### src/spi_front_map.svh
// Purpose: constants for the serial flash front end
// Assumes: included by bare name
// Notes: definitions only
`ifndef SPI_FRONT_MAP_SVH
`define SPI_FRONT_MAP_SVH
`define BITS_PER_UNIT 4'h8
`define BIT_CNT_LAST 3'h7
`define BP_WIDTH 3
`define OPC_DUAL_OUT_READ 8'h3b
`define OPC_QUAD_OUT_READ 8'h6b
`define OPC_DUAL_IO_READ 8'hbb
`define OPC_QUAD_IO_READ 8'heb
`define OPC_QUAD_PAGE_PROG 8'h32
`define OPC_PAGE_PROG 8'h02
`define OPC_SECTOR_ERASE 8'hd8
`define OPC_BULK_ERASE 8'hc7
`endif

### src/spi_front_pkg.sv
// Purpose: shared types for the serial flash front end
// Assumes: nothing
// Notes: lane width modes and pin bundles
package spi_front_pkg;
   typedef enum logic [1:0] {
      lane_single = 2'b00,
      lane_dual = 2'b01,
      lane_quad = 2'b10
   } lane_mode_type;
   typedef struct packed {
      logic [3:0] o;
      logic [3:0] oe;
   } lane_drive_type;
endpackage

### src/sync2.sv
// Purpose: two-flop synchroniser for pin inputs
// Assumes: single clock mclk
// Notes: first stage is read only by the second
`timescale 1ns/1ps
module sync2
   import spi_front_pkg::*;
#(
   parameter int width = 1
) (
   input wire logic mclk,
   input wire logic nrst,
   input wire logic [width-1:0] d,
   output logic [width-1:0] q
);
   logic [width-1:0] meta_reg;
   logic [width-1:0] meta_next;
   logic [width-1:0] q_next;
   always_comb begin
      meta_next = d;
      q_next = meta_reg;
   end
   always_ff @(posedge mclk) begin
      if (!nrst) begin
         meta_reg <= '0;
         q <= '0;
      end else begin
         meta_reg <= meta_next;
         q <= q_next;
      end
   end
endmodule

### src/spi_flash_serial_front_end.sv
// Operation
// [RL1] output data shifts out on falling serial clock edges
// [RL2] instruction, address and write data captured on rising edges
// [RL3] chip select high deselects and floats the output line
// [RL4] chip select low makes the device active
// [RL5] standby only when deselected and no internal write busy
// [RL6] after reset traffic ignored until a chip select falling edge
// [RL7] hold low floats output, ignores input and clock, keeps state
// [RL8] master uses hold only while chip select is low
// [RL9] protect pin low rejects program or erase into protected area
// [RL10] dual and quad transfers sample lane one as input
// [RL11] dual and quad reads drive lane zero as output
// [RL12] quad transfers drive lanes two and three as outputs; code drives them only when tx_read_phase is set
// [RL13] works in mode 0 or mode 3, same edges
// [RL14] master parks clock low in mode 0, high in mode 3
// [RL15] traffic moves in whole eight-bit units
// [RL16] clock may stop any time while selected
// [RL17] board holds protect and hold pins at defined levels
// [RL18] quad bit reuses protect and hold pins as lanes
// [RL19] frame starts with msb-first opcode; chip select high resets counter
//
// Purpose: pin-level serial front end of a multi-lane flash
// Assumes: serial clock far slower than mclk, sampled as plain input
// Notes: parallel byte stream to and from the core; core owns commands
`timescale 1ns/1ps
`include "spi_front_map.svh"
module spi_flash_serial_front_end
   import spi_front_pkg::*;
(
   input wire logic mclk,
   input wire logic nrst,
   input wire logic sclk,
   input wire logic cs_n,
   input wire logic serial_in_lane0_i,
   output logic serial_in_lane0_o,
   output logic serial_in_lane0_oe,
   input wire logic serial_out_lane1_i,
   output logic serial_out_lane1_o,
   output logic serial_out_lane1_oe,
   input wire logic protect_n_lane2_i,
   output logic protect_n_lane2_o,
   output logic protect_n_lane2_oe,
   input wire logic pause_n_lane3_i,
   output logic pause_n_lane3_o,
   output logic pause_n_lane3_oe,
   input wire logic quad_enable,
   input wire logic [`BP_WIDTH-1:0] block_protect_field,
   input wire logic target_protected,
   input wire logic write_busy,
   input wire logic [7:0] tx_byte,
   input wire logic tx_read_phase,
   output logic [7:0] rx_byte,
   output logic rx_valid,
   output logic rx_is_opcode,
   output logic tx_taken,
   output logic active,
   output logic standby,
   output logic write_reject
);
   logic [4:0] pins_raw;
   logic [4:0] pins_s;
   logic sclk_s;
   logic cs_n_s;
   logic [3:0] lane_in_s;

   assign pins_raw = {sclk, cs_n, pause_n_lane3_i, protect_n_lane2_i, serial_out_lane1_i};
   // serial clock and pins are asynchronous to mclk
   sync2 #(.width(5)) u_sync_pins (
      .mclk(mclk),
      .nrst(nrst),
      .d(pins_raw),
      .q(pins_s)
   );
   sync2 #(.width(1)) u_sync_si (
      .mclk(mclk),
      .nrst(nrst),
      .d(serial_in_lane0_i),
      .q(lane_in_s[0])
   );
   assign sclk_s = pins_s[4];
   assign cs_n_s = pins_s[3];
   assign lane_in_s[3] = pins_s[2];
   assign lane_in_s[2] = pins_s[1];
   assign lane_in_s[1] = pins_s[0];

   logic sclk_d_reg, sclk_d_next;
   logic cs_n_d_reg, cs_n_d_next;
   logic armed_reg, armed_next;
   logic [2:0] bit_cnt_reg, bit_cnt_next;
   logic [7:0] shift_reg, shift_next;
   logic [7:0] tx_sh_reg, tx_sh_next;
   logic first_reg, first_next;
   logic [7:0] opcode_reg, opcode_next;
   lane_mode_type mode_reg, mode_next;
   lane_drive_type drv_reg, drv_next;
   logic [7:0] rx_byte_next;
   logic rx_valid_next, rx_is_opcode_next, tx_taken_next;
   logic active_next, standby_next, write_reject_next;
   logic paused;
   logic rise, fall, cs_fall;
   logic selected;
   logic [2:0] step;
   logic [7:0] shifted;
   logic prog_or_erase;

   always_comb begin
      // pause pin loses its meaning in quad setup
      paused = !quad_enable && !lane_in_s[3]; // see [RL18]
      selected = !cs_n_s && armed_reg;
      // hold freezes clock edges without dropping the frame
      rise = sclk_s && !sclk_d_reg && selected && !paused; // see [RL7] see [RL13]
      fall = !sclk_s && sclk_d_reg && selected && !paused; // see [RL13] see [RL16]
      cs_fall = !cs_n_s && cs_n_d_reg;
      step = 3'h1;
      if (!first_reg && mode_reg == lane_dual) begin
         step = 3'h2;
      end else if (!first_reg && mode_reg == lane_quad) begin
         step = 3'h4;
      end
      unique case (mode_reg)
         lane_dual: shifted = {shift_reg[5:0], lane_in_s[1:0]}; // see [RL10]
         lane_quad: shifted = {shift_reg[3:0], lane_in_s}; // see [RL10]
         default: shifted = {shift_reg[6:0], lane_in_s[0]}; // see [RL2]
      endcase
      prog_or_erase = 1'b0;
      unique case (shifted)
         `OPC_PAGE_PROG, `OPC_QUAD_PAGE_PROG, `OPC_SECTOR_ERASE, `OPC_BULK_ERASE: begin
            prog_or_erase = 1'b1;
         end
         default: begin
            prog_or_erase = 1'b0;
         end
      endcase
   end

   always_comb begin
      sclk_d_next = sclk_s;
      cs_n_d_next = cs_n_s;
      armed_next = armed_reg || cs_fall; // see [RL6]
      bit_cnt_next = bit_cnt_reg;
      shift_next = shift_reg;
      tx_sh_next = tx_sh_reg;
      first_next = first_reg;
      opcode_next = opcode_reg;
      mode_next = mode_reg;
      drv_next = drv_reg;
      rx_byte_next = rx_byte;
      rx_valid_next = 1'b0;
      rx_is_opcode_next = rx_is_opcode;
      tx_taken_next = 1'b0;
      write_reject_next = write_reject;
      active_next = !cs_n_s && armed_next; // see [RL4]
      standby_next = cs_n_s && !write_busy; // see [RL5]
      if (cs_n_s) begin
         // deselect ends frame and returns to single lane
         bit_cnt_next = 3'h0; // see [RL19]
         first_next = 1'b1;
         mode_next = lane_single;
         drv_next = '0; // see [RL3]
         tx_sh_next = tx_byte;
      end else if (paused) begin
         drv_next.oe = '0; // see [RL7]
      end else if (rise) begin
         shift_next = shifted; // see [RL19]
         bit_cnt_next = 3'(bit_cnt_reg + step);
         if (3'(bit_cnt_reg + step) == 3'h0 || bit_cnt_reg + {1'b0, step} > {1'b0, `BIT_CNT_LAST}) begin
            // whole byte done
            rx_byte_next = shifted; // see [RL15]
            rx_valid_next = 1'b1;
            rx_is_opcode_next = first_reg;
            tx_taken_next = 1'b1;
            tx_sh_next = tx_byte;
            bit_cnt_next = 3'h0;
            if (first_reg) begin
               first_next = 1'b0;
               opcode_next = shifted;
               write_reject_next = 1'b0;
               unique case (shifted)
                  `OPC_DUAL_OUT_READ, `OPC_DUAL_IO_READ: begin
                     mode_next = lane_dual;
                  end
                  `OPC_QUAD_OUT_READ, `OPC_QUAD_IO_READ, `OPC_QUAD_PAGE_PROG: begin
                     // upper lanes are protect and pause pins unless the quad bit is set
                     mode_next = quad_enable ? lane_quad : lane_single; // see [RL18]
                  end
                  default: begin
                     mode_next = lane_single;
                  end
               endcase
               if (prog_or_erase && !quad_enable && !lane_in_s[2] && target_protected
                   && block_protect_field != '0) begin
                  write_reject_next = 1'b1; // see [RL9]
               end
            end
         end
      end else if (fall) begin
         drv_next.oe = '0;
         drv_next.o = '0;
         if (tx_read_phase && !first_reg) begin
            unique case (mode_reg)
               lane_dual: begin
                  drv_next.o[1:0] = tx_sh_reg[7:6]; // see [RL11]
                  drv_next.oe[1:0] = 2'b11;
                  tx_sh_next = {tx_sh_reg[5:0], 2'b00};
               end
               lane_quad: begin
                  drv_next.o = tx_sh_reg[7:4]; // see [RL12]
                  drv_next.oe = 4'hf;
                  tx_sh_next = {tx_sh_reg[3:0], 4'h0};
               end
               default: begin
                  drv_next.o[1] = tx_sh_reg[7]; // see [RL1]
                  drv_next.oe[1] = 1'b1;
                  tx_sh_next = {tx_sh_reg[6:0], 1'b0};
               end
            endcase
         end
      end
   end

   always_ff @(posedge mclk) begin
      if (!nrst) begin
         sclk_d_reg <= 1'b0;
         // same as synchroniser reset, else a false select edge arms us
         cs_n_d_reg <= 1'b0;
         armed_reg <= 1'b0;
         bit_cnt_reg <= 3'h0;
         shift_reg <= 8'h00;
         tx_sh_reg <= 8'h00;
         first_reg <= 1'b1;
         opcode_reg <= 8'h00;
         mode_reg <= lane_single;
         drv_reg <= '0;
         rx_byte <= 8'h00;
         rx_valid <= 1'b0;
         rx_is_opcode <= 1'b0;
         tx_taken <= 1'b0;
         active <= 1'b0;
         standby <= 1'b0;
         write_reject <= 1'b0;
      end else begin
         sclk_d_reg <= sclk_d_next;
         cs_n_d_reg <= cs_n_d_next;
         armed_reg <= armed_next;
         bit_cnt_reg <= bit_cnt_next;
         shift_reg <= shift_next;
         tx_sh_reg <= tx_sh_next;
         first_reg <= first_next;
         opcode_reg <= opcode_next;
         mode_reg <= mode_next;
         drv_reg <= drv_next;
         rx_byte <= rx_byte_next;
         rx_valid <= rx_valid_next;
         rx_is_opcode <= rx_is_opcode_next;
         tx_taken <= tx_taken_next;
         active <= active_next;
         standby <= standby_next;
         write_reject <= write_reject_next;
      end
   end

   // lane drivers come straight from drv_reg flops
   always_comb begin
      serial_in_lane0_o = drv_reg.o[0];
      serial_in_lane0_oe = drv_reg.oe[0];
      serial_out_lane1_o = drv_reg.o[1];
      serial_out_lane1_oe = drv_reg.oe[1];
      protect_n_lane2_o = drv_reg.o[2];
      protect_n_lane2_oe = drv_reg.oe[2];
      pause_n_lane3_o = drv_reg.o[3];
      pause_n_lane3_oe = drv_reg.oe[3];
   end
endmodule

### config.mk
export PLATFORM = sky130hd
export DESIGN_NAME = spi_flash_serial_front_end
export DESIGN_NICKNAME = d
export VERILOG_FILES = /design/src/spi_front_pkg.sv /design/src/sync2.sv /design/src/spi_flash_serial_front_end.sv
export VERILOG_INCLUDE_DIRS = /design/src
export SDC_FILE = /design/constraint.sdc
export NUM_CORES = 1
export LEC_CHECK = 0
export BUFFER_PORTS_ARGS = -buffer_cell sky130_fd_sc_hd__buf_2
export CORE_ASPECT_RATIO = 1.2
export CORE_UTILIZATION = 56
export CTS_CLUSTER_SIZE = 8
export DETAILED_ROUTE_END_ITERATION = 6
export PLACE_DENSITY_LB_ADDON = 0.05
export REMOVE_ABC_BUFFERS = 1
export SLEW_MARGIN = 25
export SYNTH_ARGS = -nofsm -noshare
export SYNTH_HDL_FRONTEND = slang
export SYNTH_SLANG_ARGS = --single-unit
### constraint.sdc
create_clock -name mclk -period 3.51 [get_ports mclk]
set_input_delay 0.1755 -clock mclk [delete_from_list [all_inputs] [get_ports mclk]]
set_output_delay 0.1755 -clock mclk [all_outputs]
set_load 0.005 [all_outputs]
Word level (Yosys, flattened, before mapping)
Cells that the tools add are included.

Word-level logic and storage cells: 110. Output and inout bits: 22. Register bits after elaboration: 57.

Equal/unequal tests: 12. Reduce and logical (&&, ||, !) cells: 49. Magnitude comparators: 1. Multiplexer cells: 22. $add $sub $neg: 2. Bitwise operators: 4.

Operator list (count): $mux 8 (7); $eq 8x8->1 const B (4); $pmux 8 s2 (2); $logic_and 1x1->1 (18); $eq 8x6->1 const B (2); $reduce_and 4->1 (3); $logic_not 1->1 (9); $mux 3 (3); $reduce_and 3->1 (3); $reduce_bool 3->1 (3); $eq 8x2->1 const B (1); $eq 8x7->1 const B (1); $reduce_or 4->1 (2); $mux 2 (3); $reduce_or 2->1 (3); $reduce_or 3->1 (2); $mux 1 (5); $reduce_and 5->1 (1); $add 3x3->4 (1); $gt 4x3->1 const B (1); $not 1->1 (4); $pmux 2 s2 (1); $reduce_and 2->1 (2); $add 3x3->3 (1); other kinds (7) (8).

Depth between registers and ports, before layout
Gate-level depths: netlist of run 1.

Word-level depth: 11. Gate-level depth with buffers: 14.

By module
Synthesis of run 1 repeated with hierarchy kept, for this count alone.

Cells, all modules: 298. Area, all modules: 2656.3 µm².

Modules (own cells, without submodules): spi_flash_serial_front_end (cells an instance 274, seq. area each 880.8 µm², area each 2341.0 µm², times used 1); sync2 at u_sync_pins (cells an instance 20, seq. area each 200.2 µm², area each 262.8 µm², times used 1); sync2 at u_sync_si (cells an instance 4, seq. area each 40.0 µm², area each 52.6 µm², times used 1).

Worst setup path before layout of run 1
Ideal clock, no wire load.

Path kind: register to register. Start: reg mode_reg[0]. End: reg tx_sh_reg[1]. Period minus slack after synthesis: 3.002 ns. Setup time: 0.116 ns. Arrival: 2.885 ns. Path buffers: 3. Required time: 3.394 ns. Stages on the path, launching flop included: 15. Path slack: 0.508 ns. Cell sequence: dfxtp_1 > inv_1 > ha_1 > buf_4 > clkbuf_1 > o21bai_1 > ha_1 > inv_1 > fa_1 > inv_1 > o311ai_1 > a221o_1 > clkbuf_1 > nand3_1 > o211a_1.

Cells in the longest elaborated chain, start to end: 9. Elaborated cells between the ends (all ways): 19. Classes of those cells: add/sub (2); order compare (1); eq/ne (3); mux (8); reduce/logical (5).

RTL lines: from (decl) (RTL line spi_flash_serial_front_end.sv:94) `lane_mode_type mode_reg, mode_next;`; from (signal assigned) (RTL line spi_flash_serial_front_end.sv:232) `mode_reg <= lane_single;`; from (signal assigned) (RTL line spi_flash_serial_front_end.sv:250) `mode_reg <= mode_next;`; $eq 2x2->1 (RTL line spi_flash_serial_front_end.sv:117, spi_flash_serial_front_end.sv:200); $logic_and 1x1->1 (RTL line spi_flash_serial_front_end.sv:117) `end else if (!first_reg && mode_reg == lane_quad) begin`; $mux 3 (RTL line spi_flash_serial_front_end.sv:117); $mux 3 (RTL line spi_flash_serial_front_end.sv:115) `if (!first_reg && mode_reg == lane_dual) begin`; $add 3x3->4 or $add 3x3->3 (tied branches) (RTL line spi_flash_serial_front_end.sv:166) `` if (3'(bit_cnt_reg + step) == 3'h0 || bit_cnt_reg + {1'b0, step} > {1'b0, `BIT_CNT_LAST}) begin ``; $gt 4x3->1 or $logic_not 3->1 (tied branches) (RTL line spi_flash_serial_front_end.sv:166); $logic_or 1x1->1 (RTL line spi_flash_serial_front_end.sv:166); $ne 3x1->1 (no line); $reduce_and 4->1 (no line); to (signal assigned) (RTL line spi_flash_serial_front_end.sv:247) `tx_sh_reg <= tx_sh_next;`; to (decl) (RTL line spi_flash_serial_front_end.sv:91) `logic [7:0] tx_sh_reg, tx_sh_next;`.

Several ways; a longest one is shown, not always the timed one. The select of a mux whose other input is x is not followed. A chain may end at the register's enable or synchronous reset.

Final worst setup path of run 1
Start: reg mode_reg[1]. End: reg tx_sh_reg[2].

Same word-level chain as after synthesis.

==> metrics, run 1 <==
status complete, no violations; # H-tree levels 2; crit-path max FO 13; Worst-Margin Slew 0.9069 ns; layout cell share with drive strength beyond 1 0.1908; Peak supply drop 0.0002698 V; CP max stage delay 0.53 ns; First DRT Iteration DRCs 117; vias in the first global route ~1900; Max-cap violations 0; Worst Hold Depth 2; Post-synth ARST share 0; Clock Path Buffers 2; DP HPWL 3861 um; setup violators final 0; worst hold path class input port to register; clock latency on the worst-skew pair 0.31 ns; synthesized area per cell 9.300 um^2; top post-synthesis cells by area dfxtp_1 42%, mux2i_1 8.2%, nor2b_1 5.1%; clock skew 0.005725 ns; vias 2160; critical-path cell list inv_1 > ha_1 > o21bai_1 > ha_1 > inv_1 > fa_1 > inv_1 > o311ai_1 > a221o_1 > mux2i_1 > nor2b_1; overall die width approximately 65 um; number of synthesized flops with an enable pin 0; post-place setup slack about 0.61 ns; Worst-path clk slew roughly 0.1 ns; All-Layer GR Usage 0.2367; Seq/Total Area, Yosys 0.4171; number of diodes 0; core area 4594 um^2; FMAX between 300 and 400 MHz; CTS Buf Count 5; Hold Vio Cnt, Final 0; Req. time, crit path between 3 and 4 ns; I/O pin cnt 45; Final Worst Setup Slack approximately 0.53 ns; setup_tns 0 ns; Starting Density 0.5850; crit path capture type register; Root Driver clkbuf_8; FF+latch count, synth 56; Synth-to-Final Area Change 11.45%; GPL Wtd Cong 0.8440; clk sinks 56; GRT Residual Overflow 0; Slew Viols, Final 0; crit path time final between 2 and 3 ns; TritonCTS clock tree done; drt pass-1 iters 5; crit path DAT 3.19 ns; CP max stage cell a221o_1; Worst slew margin 0.3954; row count 27; routed wire length per instance 14.49 um; PwrDens 354.4 nW/um^2; Synth Flop Type dfxtp_1; commonest non-fill, non-tap cells in the layout 56 x dfxtp_1, 44 x buf_2, 30 x nand2_1, 22 x nor2b_1, 22 x mux2i_1; RSZ-0062 raised after global routing no; Synth cell types 50; Buffers on Ports 44; Syn. warnings 0; antenna violations before repair 0; most used cell, CP inv_1; commonest non-fill, non-tap cell in the layout dfxtp_1; Pleak 0.001212 uW; Nets 353; fin crit share 0.8494; cell taking the most area after synthesis dfxtp_1; final core occ 0.6520; final wirelength 5551 um; drt drc 0; Post-Syn Area 2688 um^2; Antenna Nets Post-Route 0; Yosys top cell area share 0.4171; drt via density 5.640; Reg2Reg Depth 11; Worst Path Class, Setup register to register; Mapped Cells 289; die area 5082 um^2; largest net degree at the start of global routing 44; Startpoint Class register; chip height 77.89 um; first-pass GRT wire length around 9200 um
==> per-layer routing <==
layer,routed length (um),up-vias,share of wire,global-route usage
li1,-,1090,-,-
met1,2498,1001,0.45,0.2883
met2,2707,56,0.49,0.3979
met3,205,13,0.037,0.04559
met4,140,0,0.025,0.1022
met5,0,-,0,0
==> worst max-delay path, delay by kind of cell, from the launching register on <==
kind            cells  cell delay [ns]
flops               1             0.37
fa+ha+maj           3             0.90
simple gates        1             0.08
compound gates      3             1.07
buf+inv             3             0.16
mux                 1             0.28
==> kinds of logic (layout without fill, tap and decap cells) <==
logic type,Yosys count,count (layout),synth area share
buffers and inverters,27,63,0.04795
AND/OR/NAND/NOR,112,112,0.2267
multiplexers,24,24,0.09032
adder cells (fa/ha/maj),6,6,0.03073
XOR/XNOR,2,2,0.006519
flip-flops,56,56,0.4171
AO/OA/AOI/OAI,62,62,0.1806
==> where the power goes <==
part           internal [uW]  switching (uW)  leakage, uW  total, uW
registers                646            8.20     0.000455        654
logic                   27.2            26.7     0.000716       53.9
clock network            142             211    0.0000414        353
total                    816             246      0.00121       1060
==> through the flow <==
stage          total power (uW)  std cells  area [um^2]  hold slack, ns
6_report                   1062        383         2995         0.06222
5_1_grt                    1101        383         2995         0.05101
4_1_cts                    1070        383         2995         0.05526
3_5_place_dp              721.7        374         2897          0.3354
3_3_place_gp              720.7        374         2897          0.3312
2_1_floorplan             695.4        270         2589          0.2471
==> what timing repair did <==
action,in CTS,in global routing
buffers inserted,0,0
gates resized for setup,0,0
hold endpoints to repair,1,0
hold buffers,1,0
==> Yosys cell counts (2+ instances only) <==
library cell	n
nor4_1	2
nor2_1	11
o211ai_1	2
a21oi_1	6
a32o_1	2
o211a_1	7
nand4_1	4
o21a_1	4
a22oi_2	3
nand3_1	7
o21ai_0	12
nor3_1	3
clkbuf_1	12
nand2b_1	6
inv_1	7
dfxtp_1	56
o21ai_1	3
xnor2_1	2
ha_1	5
buf_6	2
nor2b_1	22
nand2_1	30
mux2i_1	22
a22oi_1	11
and3_1	5
buf_4	3
and2_1	14
a21boi_0	4
==> area by class of cell <==
cell class                      count  area (um^2)
Tap cell                           58        72.57
Multi-Input combinational cell    206         1438
Fill cell                         414         1599
Clock inverter                      2        16.27
Timing Repair Buffer               47        245.2
Inverter                            8        30.03
Sequential cell                    56         1121
Clock buffer                        6        72.57
==> path summary, 6_finish.rpt <==
path	start	to	slack (ns)
hold reg to reg	u_sync_pins.meta_reg[0]	u_sync_pins.q[0]	0.44
setup reg to reg	mode_reg[1]	tx_sh_reg[2]	0.53
hold / removal	protect_n_lane2_i	u_sync_pins.meta_reg[1]	0.06
setup / recovery	mode_reg[1]	tx_sh_reg[2]	0.53
(Power assumes the default switching activity.)
==> run 2: changes to the inputs <==
--- a/config.mk
+++ b/config.mk
@@ -8,7 +8,7 @@
 export LEC_CHECK = 0
 export BUFFER_PORTS_ARGS = -buffer_cell sky130_fd_sc_hd__buf_2
 export CORE_ASPECT_RATIO = 1.2
-export CORE_UTILIZATION = 56
+export CORE_UTILIZATION = 50
 export CTS_CLUSTER_SIZE = 8
 export DETAILED_ROUTE_END_ITERATION = 6
 export PLACE_DENSITY_LB_ADDON = 0.05
==> constraint.sdc (replaced) <==
create_clock -name mclk -period 2.7 [get_ports mclk]
set_input_delay 0.135 -clock mclk [delete_from_list [all_inputs] [get_ports mclk]]
set_output_delay 0.135 -clock mclk [all_outputs]
set_load 0.005 [all_outputs]
==> run 2 against run 1 <==
Combinational power rose by 35%. Sequential power is 30% higher. Routed wire length increased by 2.3%. First-iteration DRC count down 62%. Sequential share of layout area is 1.8 points lower. Critical path type unchanged. Largest cell class unchanged. Largest power group unchanged.
==> metrics, run 2 (synthesis results as in run 1) <==
All-Layer GR Usage 0.2094; layout cell share with drive strength beyond 1 0.2544; setup violators final 0; drt pass-1 iters 4; Post-CTS Repair Setup Buffers 0; crit path DAT 2.90 ns; GRT Residual Overflow 0; I/O pin cnt 45; GPL Wtd Cong just over 0.9; worst hold path class input port to register; row count 28; Req. time, crit path ~2.9 ns; Pleak 0.001296 uW; Worst slew margin 0.4753; commonest non-fill, non-tap cells in the layout 54 x dfxtp_1, 44 x buf_2, 30 x nand2_1, 22 x nor2b_1, 22 x mux2i_1; crit path capture type register; antenna violations before repair 0; crit path time final 2.692 ns; WHS approximately 0.026 ns; Starting Density 0.5327; DP HPWL 4127 um; commonest non-fill, non-tap cell in the layout dfxtp_1; final wirelength 5680 um; Root Driver clkbuf_8; Reg2Reg Depth 13; CP startpoint mode_reg[0]; Synth-to-Final Area Change 17.32%; Antenna Nets Post-Route 0; clock latency on the worst-skew pair 0.31 ns; CTS Buf Count 5; FMAX about 370 MHz; crit-path max FO 9; Worst R2R Start mode_reg[0]; Nets 366; total power draw 1393 uW; Worst Path Class, Setup register to register; overall die width 68.93 um; # H-tree levels 2; Worst-Margin Slew 0.7787 ns; chip height 82.31 um; Reg-to-Reg End rx_byte[4]; fin crit share 0.9972; clk sinks 56; core area 5045 um^2; final core occ 0.6250; status complete, no violations; die area ~5700 um^2; Post-DP Area 3009 um^2; vias in the first global route around 1900; fin area 3153 um^2; Slew Viols, Final 0; first-pass GRT wire length 8852 um; drt via density 5.533; CP endpoint rx_byte[4]; r2r setup slk 0.008 ns; RSZ-0062 raised after global routing yes; Max-cap violations 0; PwrDens 441.8 nW/um^2; Buffers on Ports 44; TritonCTS clock tree done; Startpoint Class register; largest net degree at the start of global routing 43; Peak supply drop a little over 0.0004 V; First DRT Iteration DRCs between 40 and 50; drt drc 0; clock skew 0.009117 ns; Clock Path Buffers 2; number of diodes 0; vias 2202; Hold Vio Cnt, Final 0; Worst-path clk slew 0.10 ns; routed wire length per instance 14.27 um
## run 2: changes by cell type in the layout (fill, tap and decap cells not counted), sizes merged
cell,delta
clkinv,+1
inv,+1
clkinvlp,-1
clkbuf,-1
buf,+13
## run 2: worst min-delay path by stage
| stage | endpoint | cells after the start | slack [ns] | start |
|---|---|---|---|---|
| floorplan | standby | 1 | 0.21 | write_busy |
| global placement | standby | 2 | 0.29 | write_busy |
| detailed placement | standby | 2 | 0.30 | write_busy |
| CTS | u_sync_pins.meta_reg[1] | 2 | 0.02 | protect_n_lane2_i |
| global route | u_sync_pins.meta_reg[0] | 2 | 0.02 | serial_out_lane1_i |
| finish | u_sync_si.meta_reg | 2 | 0.03 | serial_in_lane0_i |
## run 2: area by class of cell
cell class | instances | area, um^2
fillers | 471 | 1892
multi-input cells | 206 | 1478
flip-flops and latches | 56 | 1124
repair buffers | 60 | 355.3
well taps | 60 | 75.07
clock buffers | 5 | 68.82
inverters | 8 | 30.03
clock inverters | 3 | 22.52
## run 2: repair_timing
action	in CTS	in global routing
gates resized for setup	4	6
pin swaps	0	3
hold buffers	1	0
setup endpoints to repair	18	19
hold endpoints to repair	1	0
## run 2: routing by layer
metal  GRT usage  vias up  part of all wire
met5           0        -                 0
met4     0.07347        0             0.018
met1      0.2485     1030              0.43
met2      0.3689       44              0.52
met3     0.03984       12             0.031
li1            -     1116                 -
## run 2: power breakdown
| group | switching, uW | internal (uW) | total [uW] |
|---|---|---|---|
| Combinational | 35.3 | 37.4 | 72.7 |
| Sequential | 8.57 | 840 | 849 |
| Clock | 285 | 187 | 472 |
## run 2: per-stage QoR
| stage | setup TNS [ns] | cells | setup WS (ns) |
|---|---|---|---|
| after floorplan | -0.4415 | 270 | -0.08907 |
| after CTS | 0 | 398 | 0.01749 |
| after global routing | -0.8338 | 398 | -0.1090 |
| after detailed placement | -0.7484 | 389 | -0.09784 |
| final | 0 | 398 | 0.007661 |
| after global placement | 0 | 389 | 0.006882 |
## run 2: critical path, cell delays in order, from the launching register on
cell and delay (ns):
dfxtp_2 0.35, inv_1 0.04, ha_1 0.19, o21bai_1 0.17, ha_2 0.21, inv_1 0.06
fa_2 0.33, xnor2_1 0.16, buf_4 0.16, o311a_4 0.41, nor2_4 0.11, buf_12 0.14
mux2i_1 0.19, nor2b_1 0.07
